<file path="config.mk">
export PLATFORM = sky130hd
export DESIGN_NAME = cmpctl_top
export DESIGN_NICKNAME = d
export VERILOG_FILES = /design/src/verilog/cmpctl_pkg.sv /design/src/verilog/cmpctl_mux_if.sv /design/src/verilog/cmpctl_mux_dec.sv /design/src/verilog/cmpctl_top.sv
export SDC_FILE = /design/constraint.sdc
export NUM_CORES = 1
export LEC_CHECK = 0
export BUFFER_PORTS_ARGS = -buffer_cell sky130_fd_sc_hd__clkbuf_2
export CAP_MARGIN = 20
export CORE_MARGIN = 1.5
export CORE_UTILIZATION = 25
export CTS_BUF_LIST = sky130_fd_sc_hd__clkbuf_4
export CTS_CLUSTER_DIAMETER = 100
export DETAILED_ROUTE_END_ITERATION = 6
export SYNTH_ARGS = -nofsm -noshare
export SYNTH_HDL_FRONTEND = slang
export SYNTH_SLANG_ARGS = --single-unit
</file>
<file path="constraint.sdc">
create_clock -name core_clk -period 1.6 [get_ports core_clk]
set_clock_uncertainty 0.2 [all_clocks]
set_input_delay 0.24 -clock core_clk [delete_from_list [all_inputs] [get_ports core_clk]]
set_output_delay 0.24 -clock core_clk [all_outputs]
set_load 0.01 [all_outputs]
</file>
<file path="src/verilog/cmpctl_pkg.sv">
// cmpctl_pkg: register map, field positions and encodings of the comparator
`default_nettype none
package cmpctl_pkg;
  // -----------------------------------------------------------------
  // register offsets on the special-function register bus
  // -----------------------------------------------------------------
  localparam logic [7:0] CTRL_ADDR = 8'h9B;
  localparam logic [7:0] MODE_ADDR = 8'h9D;
  localparam logic [7:0] MUX0_ADDR = 8'h9F;
  // -----------------------------------------------------------------
  // reset values
  // -----------------------------------------------------------------
  localparam logic [7:0] CTRL_RST = 8'h00;
  localparam logic [7:0] MODE_RST = 8'h02;
  localparam logic [7:0] MUX0_RST = 8'hFF;
  localparam logic [1:0] RESP_MODE_RST = 2'h2;
  // -----------------------------------------------------------------
  // control register fields
  // -----------------------------------------------------------------
  localparam int CTRL_EN_BIT = 7;
  localparam int CTRL_RES_BIT = 6;
  localparam int CTRL_RISE_BIT = 5;
  localparam int CTRL_FALL_BIT = 4;
  localparam int CTRL_HYP_LSB = 2;
  localparam int CTRL_HYN_LSB = 0;
  // -----------------------------------------------------------------
  // mode register fields
  // -----------------------------------------------------------------
  localparam int MODE_OVF_BIT = 7;
  localparam int MODE_RISE_IE_BIT = 5;
  localparam int MODE_FALL_IE_BIT = 4;
  localparam int MODE_RESP_LSB = 0;
  // -----------------------------------------------------------------
  // input select register fields and codes
  // -----------------------------------------------------------------
  localparam int MUX_NEG_LSB = 4;
  localparam int MUX_POS_LSB = 0;
  localparam logic [3:0] SEL_INTERNAL = 4'h8;
  // hysteresis levels, both polarities
  typedef enum logic [1:0] {
    HYST_OFF = 2'h0,
    HYST_5MV = 2'h1,
    HYST_10MV = 2'h2,
    HYST_20MV = 2'h3
  } cmpctl_hyst_t;
endpackage
`default_nettype wire

</file>
<file path="src/verilog/cmpctl_mux_if.sv">
// cmpctl_mux_if: select code and decoded routing of one comparator input
`default_nettype none
interface cmpctl_mux_if #(parameter int NUM_CH = 8);
  logic [3:0] sel;
  logic [NUM_CH-1:0] ext_ch;
  logic internal;
  logic none;
  modport dec (input sel, output ext_ch, output internal, output none);
  modport use_side (output sel, input ext_ch, input internal, input none);
endinterface
`default_nettype wire

</file>
<file path="src/verilog/cmpctl_mux_dec.sv">
// cmpctl_mux_dec: decodes one input select code into analog switch enables
`default_nettype none
module cmpctl_mux_dec #(
  parameter int NUM_CH = 8
) (
  // select code in, switch enables out
  cmpctl_mux_if.dec mux
);
  // -----------------------------------------------------------------
  // decode: low codes pick an external channel, code 8 the internal
  // source, all higher codes leave the input open
  // -----------------------------------------------------------------
  always_comb begin
    mux.ext_ch = '0;
    mux.internal = 1'b0;
    mux.none = 1'b0;
    if (mux.sel < cmpctl_pkg::SEL_INTERNAL) begin
      mux.ext_ch[mux.sel[2:0]] = 1'b1;
    end else if (mux.sel == cmpctl_pkg::SEL_INTERNAL) begin
      mux.internal = 1'b1;
    end else begin
      mux.none = 1'b1;
    end
  end
endmodule
`default_nettype wire

</file>
<file path="src/verilog/cmpctl_top.sv">
// cmpctl_top: control and status logic around an analog comparator
//
// Summary of operation
// - second comparator positive select: channels, regulator, open
// - second comparator negative select: channels, ground, open
// - clocked output and raw asynchronous output
// - raw output stays valid without clock
// - disabled: pin outputs low, analog supply off
// - control bit 7 enables, resets disabled
// - control bit 6 reads current result
// - rising edge sets sticky bit 5
// - falling edge sets sticky bit 4
// - positive hysteresis in control bits 3:2
// - negative hysteresis in control bits 1:0
// - mode bit 7 captures result at overflow
// - mode bit 5 gates rising interrupt
// - mode bit 4 gates falling interrupt
// - mode bits 1:0 response mode, reset 10
// - interrupts on both edges, separate gates
// - first comparator select: negative 7:4, positive 3:0
`default_nettype none
module cmpctl_top #(
  parameter int NUM_CH = 8
) (
  // clock and reset
  input wire logic core_clk,
  input wire logic reset_n,
  // special-function register bus
  input wire logic [7:0] sfr_addr,
  input wire logic [7:0] sfr_wdata,
  input wire logic sfr_wr,
  input wire logic sfr_rd,
  output logic [7:0] sfr_rdata,
  // analog comparator core
  input wire logic cmp_raw,
  output logic cmp_enable,
  output logic [1:0] pos_hyst_sel,
  output logic [1:0] neg_hyst_sel,
  output logic [1:0] response_mode_sel,
  // first comparator input switches
  output logic [NUM_CH-1:0] cmp0_pos_ch,
  output logic cmp0_pos_regulator,
  output logic [NUM_CH-1:0] cmp0_neg_ch,
  output logic cmp0_neg_ground,
  // second comparator input selects and switches
  input wire logic [3:0] pos_input_sel,
  input wire logic [3:0] neg_input_sel,
  output logic [NUM_CH-1:0] cmp1_pos_channel,
  output logic cmp1_pos_regulator,
  output logic [NUM_CH-1:0] cmp1_neg_channel,
  output logic cmp1_neg_ground,
  // counter overflow event
  input wire logic cnt_overflow,
  // pin outputs and interrupt request
  output logic raw_async_out,
  output logic sync_latched_out,
  output logic cmp_irq
);
  // -----------------------------------------------------------------
  // register state
  // -----------------------------------------------------------------
  logic cmp_enable_r;
  logic rise_flag_r;
  logic fall_flag_r;
  logic [1:0] pos_hyst_r;
  logic [1:0] neg_hyst_r;
  logic overflow_sampled_result_r;
  logic rise_irq_en_r;
  logic fall_irq_en_r;
  logic [1:0] response_mode_r;
  logic [7:0] cmp0_input_select_r;
  logic [7:0] rdata_r;
  logic [7:0] rdata_nxt;
  logic sync1_r;
  logic cmp_result_r;
  logic result_prev_r;
  logic sync_out_r;
  logic rise_edge;
  logic fall_edge;
  logic raw_gated;
  logic wr_ctrl;
  logic wr_mode;
  logic wr_mux0;
  logic [7:0] ctrl_view;
  logic [7:0] mode_view;

  assign wr_ctrl = sfr_wr && (sfr_addr == cmpctl_pkg::CTRL_ADDR);
  assign wr_mode = sfr_wr && (sfr_addr == cmpctl_pkg::MODE_ADDR);
  assign wr_mux0 = sfr_wr && (sfr_addr == cmpctl_pkg::MUX0_ADDR);

  // -----------------------------------------------------------------
  // raw output path, no flip-flop in the way
  // -----------------------------------------------------------------
  // the enable is static while the clock is stopped, so the gated raw
  // result keeps following the analog core
  assign raw_gated = cmp_raw & cmp_enable_r;
  assign raw_async_out = raw_gated;

  // -----------------------------------------------------------------
  // enable and hysteresis controls
  // -----------------------------------------------------------------
  always_ff @(posedge core_clk) begin
    if (!reset_n) begin
      cmp_enable_r <= cmpctl_pkg::CTRL_RST[cmpctl_pkg::CTRL_EN_BIT];
      pos_hyst_r <= cmpctl_pkg::HYST_OFF;
      neg_hyst_r <= cmpctl_pkg::HYST_OFF;
    end else if (wr_ctrl) begin
      cmp_enable_r <= sfr_wdata[cmpctl_pkg::CTRL_EN_BIT];
      pos_hyst_r <= sfr_wdata[cmpctl_pkg::CTRL_HYP_LSB +: 2];
      neg_hyst_r <= sfr_wdata[cmpctl_pkg::CTRL_HYN_LSB +: 2];
    end
  end

  // analog supply and trims follow the registers directly
  assign cmp_enable = cmp_enable_r;
  assign pos_hyst_sel = pos_hyst_r;
  assign neg_hyst_sel = neg_hyst_r;
  assign response_mode_sel = response_mode_r;

  // -----------------------------------------------------------------
  // synchroniser and edge detection
  // -----------------------------------------------------------------
  // two flops against metastability, a third holds the previous sample
  // so that each transition yields exactly one edge pulse
  always_ff @(posedge core_clk) begin
    if (!reset_n) begin
      sync1_r <= 1'b0;
      cmp_result_r <= 1'b0;
      result_prev_r <= 1'b0;
    end else begin
      sync1_r <= raw_gated;
      cmp_result_r <= sync1_r;
      result_prev_r <= cmp_result_r;
    end
  end

  assign rise_edge = cmp_result_r & ~result_prev_r;
  assign fall_edge = ~cmp_result_r & result_prev_r;

  // clocked pin output; low from the cycle after the comparator is switched off
  always_ff @(posedge core_clk) begin
    if (!reset_n) begin
      sync_out_r <= 1'b0;
    end else begin
      sync_out_r <= cmp_result_r & cmp_enable_r;
    end
  end
  assign sync_latched_out = sync_out_r;

  // -----------------------------------------------------------------
  // sticky edge flags
  // -----------------------------------------------------------------
  // a new edge wins over a software clear in the same cycle, so an
  // event is never lost to a badly timed write
  always_ff @(posedge core_clk) begin
    if (!reset_n) begin
      rise_flag_r <= 1'b0;
    end else if (rise_edge) begin
      rise_flag_r <= 1'b1;
    end else if (wr_ctrl) begin
      rise_flag_r <= sfr_wdata[cmpctl_pkg::CTRL_RISE_BIT];
    end
  end

  always_ff @(posedge core_clk) begin
    if (!reset_n) begin
      fall_flag_r <= 1'b0;
    end else if (fall_edge) begin
      fall_flag_r <= 1'b1;
    end else if (wr_ctrl) begin
      fall_flag_r <= sfr_wdata[cmpctl_pkg::CTRL_FALL_BIT];
    end
  end

  // -----------------------------------------------------------------
  // mode register
  // -----------------------------------------------------------------
  // reserved bits are not stored; they read back as their reset value
  always_ff @(posedge core_clk) begin
    if (!reset_n) begin
      rise_irq_en_r <= 1'b0;
      fall_irq_en_r <= 1'b0;
      response_mode_r <= cmpctl_pkg::RESP_MODE_RST;
    end else if (wr_mode) begin
      rise_irq_en_r <= sfr_wdata[cmpctl_pkg::MODE_RISE_IE_BIT];
      fall_irq_en_r <= sfr_wdata[cmpctl_pkg::MODE_FALL_IE_BIT];
      response_mode_r <= sfr_wdata[cmpctl_pkg::MODE_RESP_LSB +: 2];
    end
  end

  // overflow capture wins over a software write in the same cycle
  always_ff @(posedge core_clk) begin
    if (!reset_n) begin
      overflow_sampled_result_r <= 1'b0;
    end else if (cnt_overflow) begin
      overflow_sampled_result_r <= cmp_result_r;
    end else if (wr_mode) begin
      overflow_sampled_result_r <= sfr_wdata[cmpctl_pkg::MODE_OVF_BIT];
    end
  end

  // -----------------------------------------------------------------
  // interrupt request
  // -----------------------------------------------------------------
  assign cmp_irq = (rise_flag_r & rise_irq_en_r)
    | (fall_flag_r & fall_irq_en_r);

  // -----------------------------------------------------------------
  // input select decode for both comparators
  // -----------------------------------------------------------------
  always_ff @(posedge core_clk) begin
    if (!reset_n) begin
      cmp0_input_select_r <= cmpctl_pkg::MUX0_RST;
    end else if (wr_mux0) begin
      cmp0_input_select_r <= sfr_wdata;
    end
  end

  cmpctl_mux_if #(.NUM_CH(NUM_CH)) m0p ();
  cmpctl_mux_if #(.NUM_CH(NUM_CH)) m0n ();
  cmpctl_mux_if #(.NUM_CH(NUM_CH)) m1p ();
  cmpctl_mux_if #(.NUM_CH(NUM_CH)) m1n ();

  assign m0p.sel = cmp0_input_select_r[cmpctl_pkg::MUX_POS_LSB +: 4];
  assign m0n.sel = cmp0_input_select_r[cmpctl_pkg::MUX_NEG_LSB +: 4];
  assign m1p.sel = pos_input_sel;
  assign m1n.sel = neg_input_sel;

  cmpctl_mux_dec #(.NUM_CH(NUM_CH)) u_dec0p (.mux(m0p));
  cmpctl_mux_dec #(.NUM_CH(NUM_CH)) u_dec0n (.mux(m0n));
  cmpctl_mux_dec #(.NUM_CH(NUM_CH)) u_dec1p (.mux(m1p));
  cmpctl_mux_dec #(.NUM_CH(NUM_CH)) u_dec1n (.mux(m1n));

  // internal code means regulator on the plus side, ground on minus
  assign cmp0_pos_ch = m0p.ext_ch;
  assign cmp0_pos_regulator = m0p.internal;
  assign cmp0_neg_ch = m0n.ext_ch;
  assign cmp0_neg_ground = m0n.internal;
  assign cmp1_pos_channel = m1p.ext_ch;
  assign cmp1_pos_regulator = m1p.internal;
  assign cmp1_neg_channel = m1n.ext_ch;
  assign cmp1_neg_ground = m1n.internal;

  // -----------------------------------------------------------------
  // read path
  // -----------------------------------------------------------------
  assign ctrl_view = {cmp_enable_r, cmp_result_r, rise_flag_r,
    fall_flag_r, pos_hyst_r, neg_hyst_r};
  assign mode_view = {overflow_sampled_result_r, 1'b0, rise_irq_en_r,
    fall_irq_en_r, 2'b00, response_mode_r};

  // unmapped addresses read as zero; data is held between reads
  always_comb begin
    rdata_nxt = rdata_r;
    if (sfr_rd) begin
      case (sfr_addr)
        cmpctl_pkg::CTRL_ADDR: rdata_nxt = ctrl_view;
        cmpctl_pkg::MODE_ADDR: rdata_nxt = mode_view;
        cmpctl_pkg::MUX0_ADDR: rdata_nxt = cmp0_input_select_r;
        default: rdata_nxt = 8'h00;
      endcase
    end
  end

  always_ff @(posedge core_clk) begin
    if (!reset_n) begin
      rdata_r <= 8'h00;
    end else begin
      rdata_r <= rdata_nxt;
    end
  end
  assign sfr_rdata = rdata_r;
endmodule
`default_nettype wire

</file>
# Yosys cells after proc, flatten, opt, wreduce, memory -nomap -nowiden
# Index checks and enable logic that the tools add are counted.
totals:
  register_bits: 32
  in_bits: 30
  out_inout_bits: 54
  elab_cells: 80
op_classes:
  magnitude_cmp: 12
  eq_ne: 7
  n_mux: 27
  bitwise_logic: 9
  reduce_logical: 10
ops:
  columns: ["cell", "n"]
  rows:
  - ["8-bit two-way mux", 4]
  - ["8-bit == test (second input constant)", 3]
  - ["8-bit one-hot mux with 3 select lines", 1]
  - ["1-bit two-way mux", 18]
  - ["4-bit == test (second input constant)", 4]
  - ["3-bit by 4-bit less-than comparator with 1-bit output (second input constant)", 4]
  - ["4-bit less-than comparator (second input constant)", 4]
  - ["1-bit demux with 3-bit select", 4]
  - ["3-bit by 1-bit greater-or-equal comparator with 1-bit output (second input constant)", 4]
  - ["1-bit logical AND", 7]
  - ["1-bit bitwise AND", 6]
  - ["2-bit nonzero test", 3]
  - ["1-bit inverter", 2]
  - ["1-bit bitwise OR", 1]

# Depth between registers and ports, before layout
logic_depth:
  word_depth: 5
  ltp_mapped: 6
  depth_no_buf: 4

# Modules after synthesis
# From an unflattened synthesis, not the netlist that was laid out.
unflattened:
  cells_unflattened: 207
  area_unflattened_um2: 2225.9
by_module_without_submodules:
  columns: ["module", "n_inst", "cells_per_inst", "area_each_um2", "seq_area_each_um2"]
  rows:
  - ["cmpctl_top", 1, 151, 1435.1, 640.6]
  - ["cmpctl_mux_dec", 4, 14, 197.7, 0.0]

# Worst setup path after synthesis
# No wires, ideal clock.
synth_timing:
  path_type: "input -> register"
  start: "input port sfr_addr[2]"
  end: "register rdata_r[5] (netlist: sfr_rdata[5])"
  arrival_time_ns: 1.142
  slack_ns: 0.143
  cell_stages: 5
  n_path_buf: 1
  cell_sequence: "buf_2 > mux2_2 > a22oi_1 > o22ai_1 > and2_1"
synth_via:
  elab_chain_cells: 2
  elab_cells_between_ends: 4
synth_lines:
  columns: ["element", "line", "rtl"]
  rows:
  - ["start, declared", "cmpctl_top.sv:29", "input wire logic [7:0] sfr_addr,"]
  - ["8-bit == test", "cmpctl_top.sv:256", "case (sfr_addr)"]
  - ["8-bit one-hot mux with 3 select lines *", "cmpctl_top.sv:256", null]
  - ["end signal, assigned", "cmpctl_top.sv:269", "rdata_r <= rdata_nxt;"]
  - ["end, declared", "cmpctl_top.sv:72", "logic [7:0] rdata_r;"]
# Mark *: on every way between the ends. The rest lies on a longest branch, timed or not.
# A chain may end at the register's enable or synchronous reset.

# Worst setup path after layout
layout_timing:
  start: "register cmp0_input_select_r[5]"
  end: "output port cmp0_neg_ch[4]"
layout_via:
  elab_chain_cells: 5
  elab_cells_between_ends: 7
layout_lines:
  columns: ["element", "line", "rtl"]
  rows:
  - ["start, declared", "cmpctl_top.sv:71", "logic [7:0] cmp0_input_select_r;"]
  - ["start signal, assigned", "cmpctl_top.sv:213", "cmp0_input_select_r <= cmpctl_pkg::MUX0_RST;"]
  - ["start signal, assigned", "cmpctl_top.sv:215", "cmp0_input_select_r <= sfr_wdata;"]
  - ["3-bit by 4-bit less-than comparator with 1-bit output (not written as such) / 3-bit by 1-bit greater-or-equal comparator with 1-bit output (equally long branches)", "cmpctl_mux_dec.sv:18", "mux.ext_ch[mux.sel[2:0]] = 1'b1;"]
  - ["1-bit logical AND (not written as such)", "cmpctl_mux_dec.sv:18", null]
  - ["1-bit two-way mux (not written as such)", "cmpctl_mux_dec.sv:18", null]
  - ["1-bit demux with 3-bit select", null, null]
  - ["8-bit two-way mux *", "cmpctl_mux_dec.sv:17", "if (mux.sel < cmpctl_pkg::SEL_INTERNAL) begin"]
  - ["end, declared", "cmpctl_top.sv:43", "output logic [NUM_CH-1:0] cmp0_neg_ch,"]
# Marked as above.

==> out/qor.log <==
INFO  run_status     outcome=finished with violations
INFO  run_status     violations=DRC, setup timing
INFO  worst_hold_path hp-start=sfr_rd
INFO  routing        drc=6
INFO  timing         setup_ws=-0.0147ns
INFO  synth          syn_area_per_cell=8.80squm
INFO  clocking       cts_made_buffers=5
INFO  placement      dpl_cell_area=2250squm
INFO  synth          synth.cell_area=1700squm
INFO  global_routing grt_antenna_before_repair=0
INFO  power          power=0.00159W
INFO  worst_hold_path holdCritPathClass=in2reg
INFO  routing        viasPerCell=4.69
INFO  synth          synth_enable_flop_cells=0
INFO  critical_path  timing.setup.critical_path_class=reg2out
INFO  critical_path  endpoint_kind=primary output
INFO  synth          postSynthRegisterBits=32
INFO  clocking       clkSlewWorstSetupHoldPaths=0.10ns
INFO  floorplan      die_area=7300squm
INFO  critical_path  crit_path_start_kind=flip-flop
INFO  floorplan      io_pins=84
INFO  power          power_leakage=1.25nW
INFO  timing         clock.fmax=619MHz
INFO  timing         setup-tns-final=-0.0235ns
INFO  critical_path  cp.required=1.16ns
INFO  synth          synth_cell_types=32
INFO  critical_path  crit_fanout=7
INFO  global_routing vias_in_the_first_global_route=1588
INFO  timing         tightest_slew=0.497ns
INFO  timing         final_setup_vio_count=3
INFO  timing         grt_setup_unrepaired=true
INFO  synth          synthesis.yosys.warnings=0
INFO  layout         layout-drive-gt1-share=49.5%
INFO  critical_path  arrival=1.17ns
INFO  clocking       cell_at_the_root_of_the_clock_tree=sky130_fd_sc_hd__clkbuf_4
INFO  global_routing grt_first_pass_wirelength=7070microns
INFO  layout         synthToLayoutAreaGrowth=55.4%
INFO  timing         timing.final.hold_violations=0
INFO  timing         max-slew-margin-rel=66.8%
INFO  floorplan      dieWidth=85.4microns
INFO  layout         finalInstanceArea=2640squm
INFO  critical_path  reg2regPathDepth=5
INFO  job            maxCapViolations=0
INFO  routing        drt_first_iter_violations=63
INFO  critical_path  regToRegStartpoint=cmp0_input_select_r[5]
INFO  placement      place.gp.congestion=0.765
INFO  timing         period_needed=1.61ns
INFO  routing        overall_routed_net_length=4630microns
INFO  synth          synth_seq_area_share=37.7%
INFO  global_routing pin_count_of_the_biggest_net_entering_global_routing=31
INFO  global_routing globalRouteTotalUtil=12.2%
INFO  routing        drt_pass1_iterations=7
INFO  floorplan      floorplan.rows=29
INFO  floorplan      initial_utilization=26.3%
INFO  routing        antenna_violating_nets_post_route=0
INFO  routing        dr_total_vias=1784
INFO  routing        routedWlPerCell=12.2microns
INFO  synth          syn_inst=193
INFO  worst_hold_path hold-path-cell-count=4
INFO  synth          postSynthNetCount=223
INFO  placement      detailed_place_hpwl=3300microns
INFO  layout         design.final.nets=332
INFO  clocking       ctsHtreeMaxLevel=2
INFO  critical_path  critical_register_to_register_path_endpoint=sfr_rdata[5]
INFO  clocking       tritoncts=yes
INFO  clocking       clock_latency=0.34ns
INFO  synth          async_reset_ff_share=0%
INFO  power          power_density=602nW/um^2
INFO  placement      io_buffer_count=83
INFO  synth          synth_flop_cell=sky130_fd_sc_hd__dfxtp_1
INFO  floorplan      dieHeight=85.4microns
INFO  floorplan      core_region_area=6460squm
INFO  timing         layout_worst_path_cycle_share=101%
INFO  critical_path  timing.reg2reg.setup_slack=0.09ns
INFO  clocking       clkSinkCount=32
INFO  worst_hold_path holdPathEnd=sfr_rdata[3]
INFO  layout         antenna_diode_count=0
INFO  timing         final_max_slew_viol_count=0
INFO  clocking       ctsLongestPathBuffers=2
INFO  global_routing grt-ovfl-total=0
INFO  power          irDropWorstVdd=0.000476V
==> final cells by class <==
cell class	count	area [sq um]
fillers	664	3820
multi-input cells	147	1110
flip-flops and latches	32	671
repair buffers	110	662
well taps	77	96.3
clock inverters	3	42.5
clock buffers	5	37.5
inverters	6	22.5
==> cells in the mapped netlist, drive strengths merged (4+ instances only) <==
master | n | area (sq um)
and2 | 10 | 62.6
nor4 | 4 | 25.0
nand2 | 13 | 48.8
mux2 | 8 | 90.1
clkbuf | 4 | 15.0
nor2b | 12 | 82.6
nor3 | 17 | 85.1
mux2i | 19 | 190
nor4b | 4 | 35.0
nor2 | 17 | 63.8
dfxtp | 32 | 641
o22ai | 5 | 31.3
nand3 | 4 | 25.0
inv | 6 | 22.5
a22oi | 5 | 37.5
buf | 4 | 35.0
nand2b | 15 | 93.8
==> through the flow <==
step / hold WS (ns) / setup WS, ns / cells / util, %
finish: 0.147 / -0.0147 / 380 / 40.9
global route: 0.172 / -0.0743 / 380 / 40.9
CTS: 0.127 / -0.0293 / 380 / 39.8
detailed placement: 0.222 / -0.0964 / 355 / 34.8
global placement: 0.219 / -0.0547 / 355 / 34.8
floorplan: 0.165 / 0.143 / 193 / -
==> repair_timing <==
item	4_1_cts	5_1_grt
pin swaps	4	8
setup buffers	7	1
endpoints found under the hold margin	15	0
hold buffers	10	0
resized for setup	25	32
setup endpoints to repair	18	19
==> kinds of logic after synthesis <==
group / after synthesis / synth area share [%]
buf+inv: 14 / 4.27
simple gates: 103 / 34.4
compound gates: 17 / 7.14
mux: 27 / 16.5
flops: 32 / 37.7
==> per-layer routing <==
| metal | vias to the layer above | global-route usage [%] | part of all wire (%) |
|---|---|---|---|
| met5 | - | 0 | 0 |
| met4 | 0 | 6.30 | 1.9 |
| met3 | 10 | 2.14 | 6.0 |
| met2 | 67 | 20.9 | 49 |
| met1 | 803 | 14.5 | 43 |
| li1 | 904 | - | - |
==> cells in the final DEF (no fill, tap or decap), types with 2 or more instances in the layout <==
master	n
sky130_fd_sc_hd__dfxtp_4	8
sky130_fd_sc_hd__buf_4	16
sky130_fd_sc_hd__nor2b_1	11
sky130_fd_sc_hd__mux2_2	8
sky130_fd_sc_hd__and3_1	2
sky130_fd_sc_hd__nor4_1	2
sky130_fd_sc_hd__nor3_2	7
sky130_fd_sc_hd__buf_2	18
sky130_fd_sc_hd__nand2b_1	9
sky130_fd_sc_hd__and2_1	10
sky130_fd_sc_hd__nor3_1	10
sky130_fd_sc_hd__inv_1	6
sky130_fd_sc_hd__nor2_2	3
sky130_fd_sc_hd__nor4b_2	2
sky130_fd_sc_hd__nand2_1	12
sky130_fd_sc_hd__nand3_1	3
sky130_fd_sc_hd__nor4b_1	2
sky130_fd_sc_hd__mux2i_1	19
sky130_fd_sc_hd__nand2b_4	6
sky130_fd_sc_hd__clkbuf_2	64
sky130_fd_sc_hd__o22ai_1	5
sky130_fd_sc_hd__a21boi_0	3
sky130_fd_sc_hd__clkbuf_4	5
sky130_fd_sc_hd__dlygate4sd3_1	10
sky130_fd_sc_hd__dfxtp_1	24
sky130_fd_sc_hd__nor2_1	14
sky130_fd_sc_hd__a22oi_1	5
==> critical path, cell delays in order (launching register included) <==
cell                       delay (ns)
sky130_fd_sc_hd__dfxtp_4         0.39
sky130_fd_sc_hd__nand2b_4        0.16
sky130_fd_sc_hd__nor3_2          0.15
sky130_fd_sc_hd__buf_2           0.15
==> power breakdown <==
group	internal [W]	switching, W	total [W]
clock	0.000326	0.000291	0.000617
sequential	0.000785	0.00000181	0.000786
combinational	0.0000956	0.0000902	0.000186
total	0.00121	0.000383	0.00159
==> how the worst max path moves through the flow <==
| stage | start | endpoint | cells after the start |
|---|---|---|---|
| after CTS | cmp0_input_select_r[1] | cmp0_pos_ch[1] | 3 |
| after detailed placement | sfr_addr[2] | response_mode_sel[1] | 5 |
| after floorplan | sfr_addr[2] | sfr_rdata[5] | 5 |
| after global routing | cmp0_input_select_r[6] | cmp0_neg_ground | 2 |
| after global placement | sfr_addr[2] | response_mode_sel[1] | 5 |
| final | cmp0_input_select_r[5] | cmp0_neg_ch[4] | 3 |
==> registers in the layout (all words and copies together) (netlist names) <==
signal,count
cmp0_input_select_r,8
sfr_rdata,8
neg_hyst_sel,2
pos_hyst_sel,2
response_mode_sel,2
cmp_enable,1
cmp_result_r,1
fall_flag_r,1
fall_irq_en_r,1
overflow_sampled_result_r,1
result_prev_r,1
rise_flag_r,1
rise_irq_en_r,1
sync1_r,1
sync_latched_out,1
Note: power is estimated with default switching activity, not from simulation.
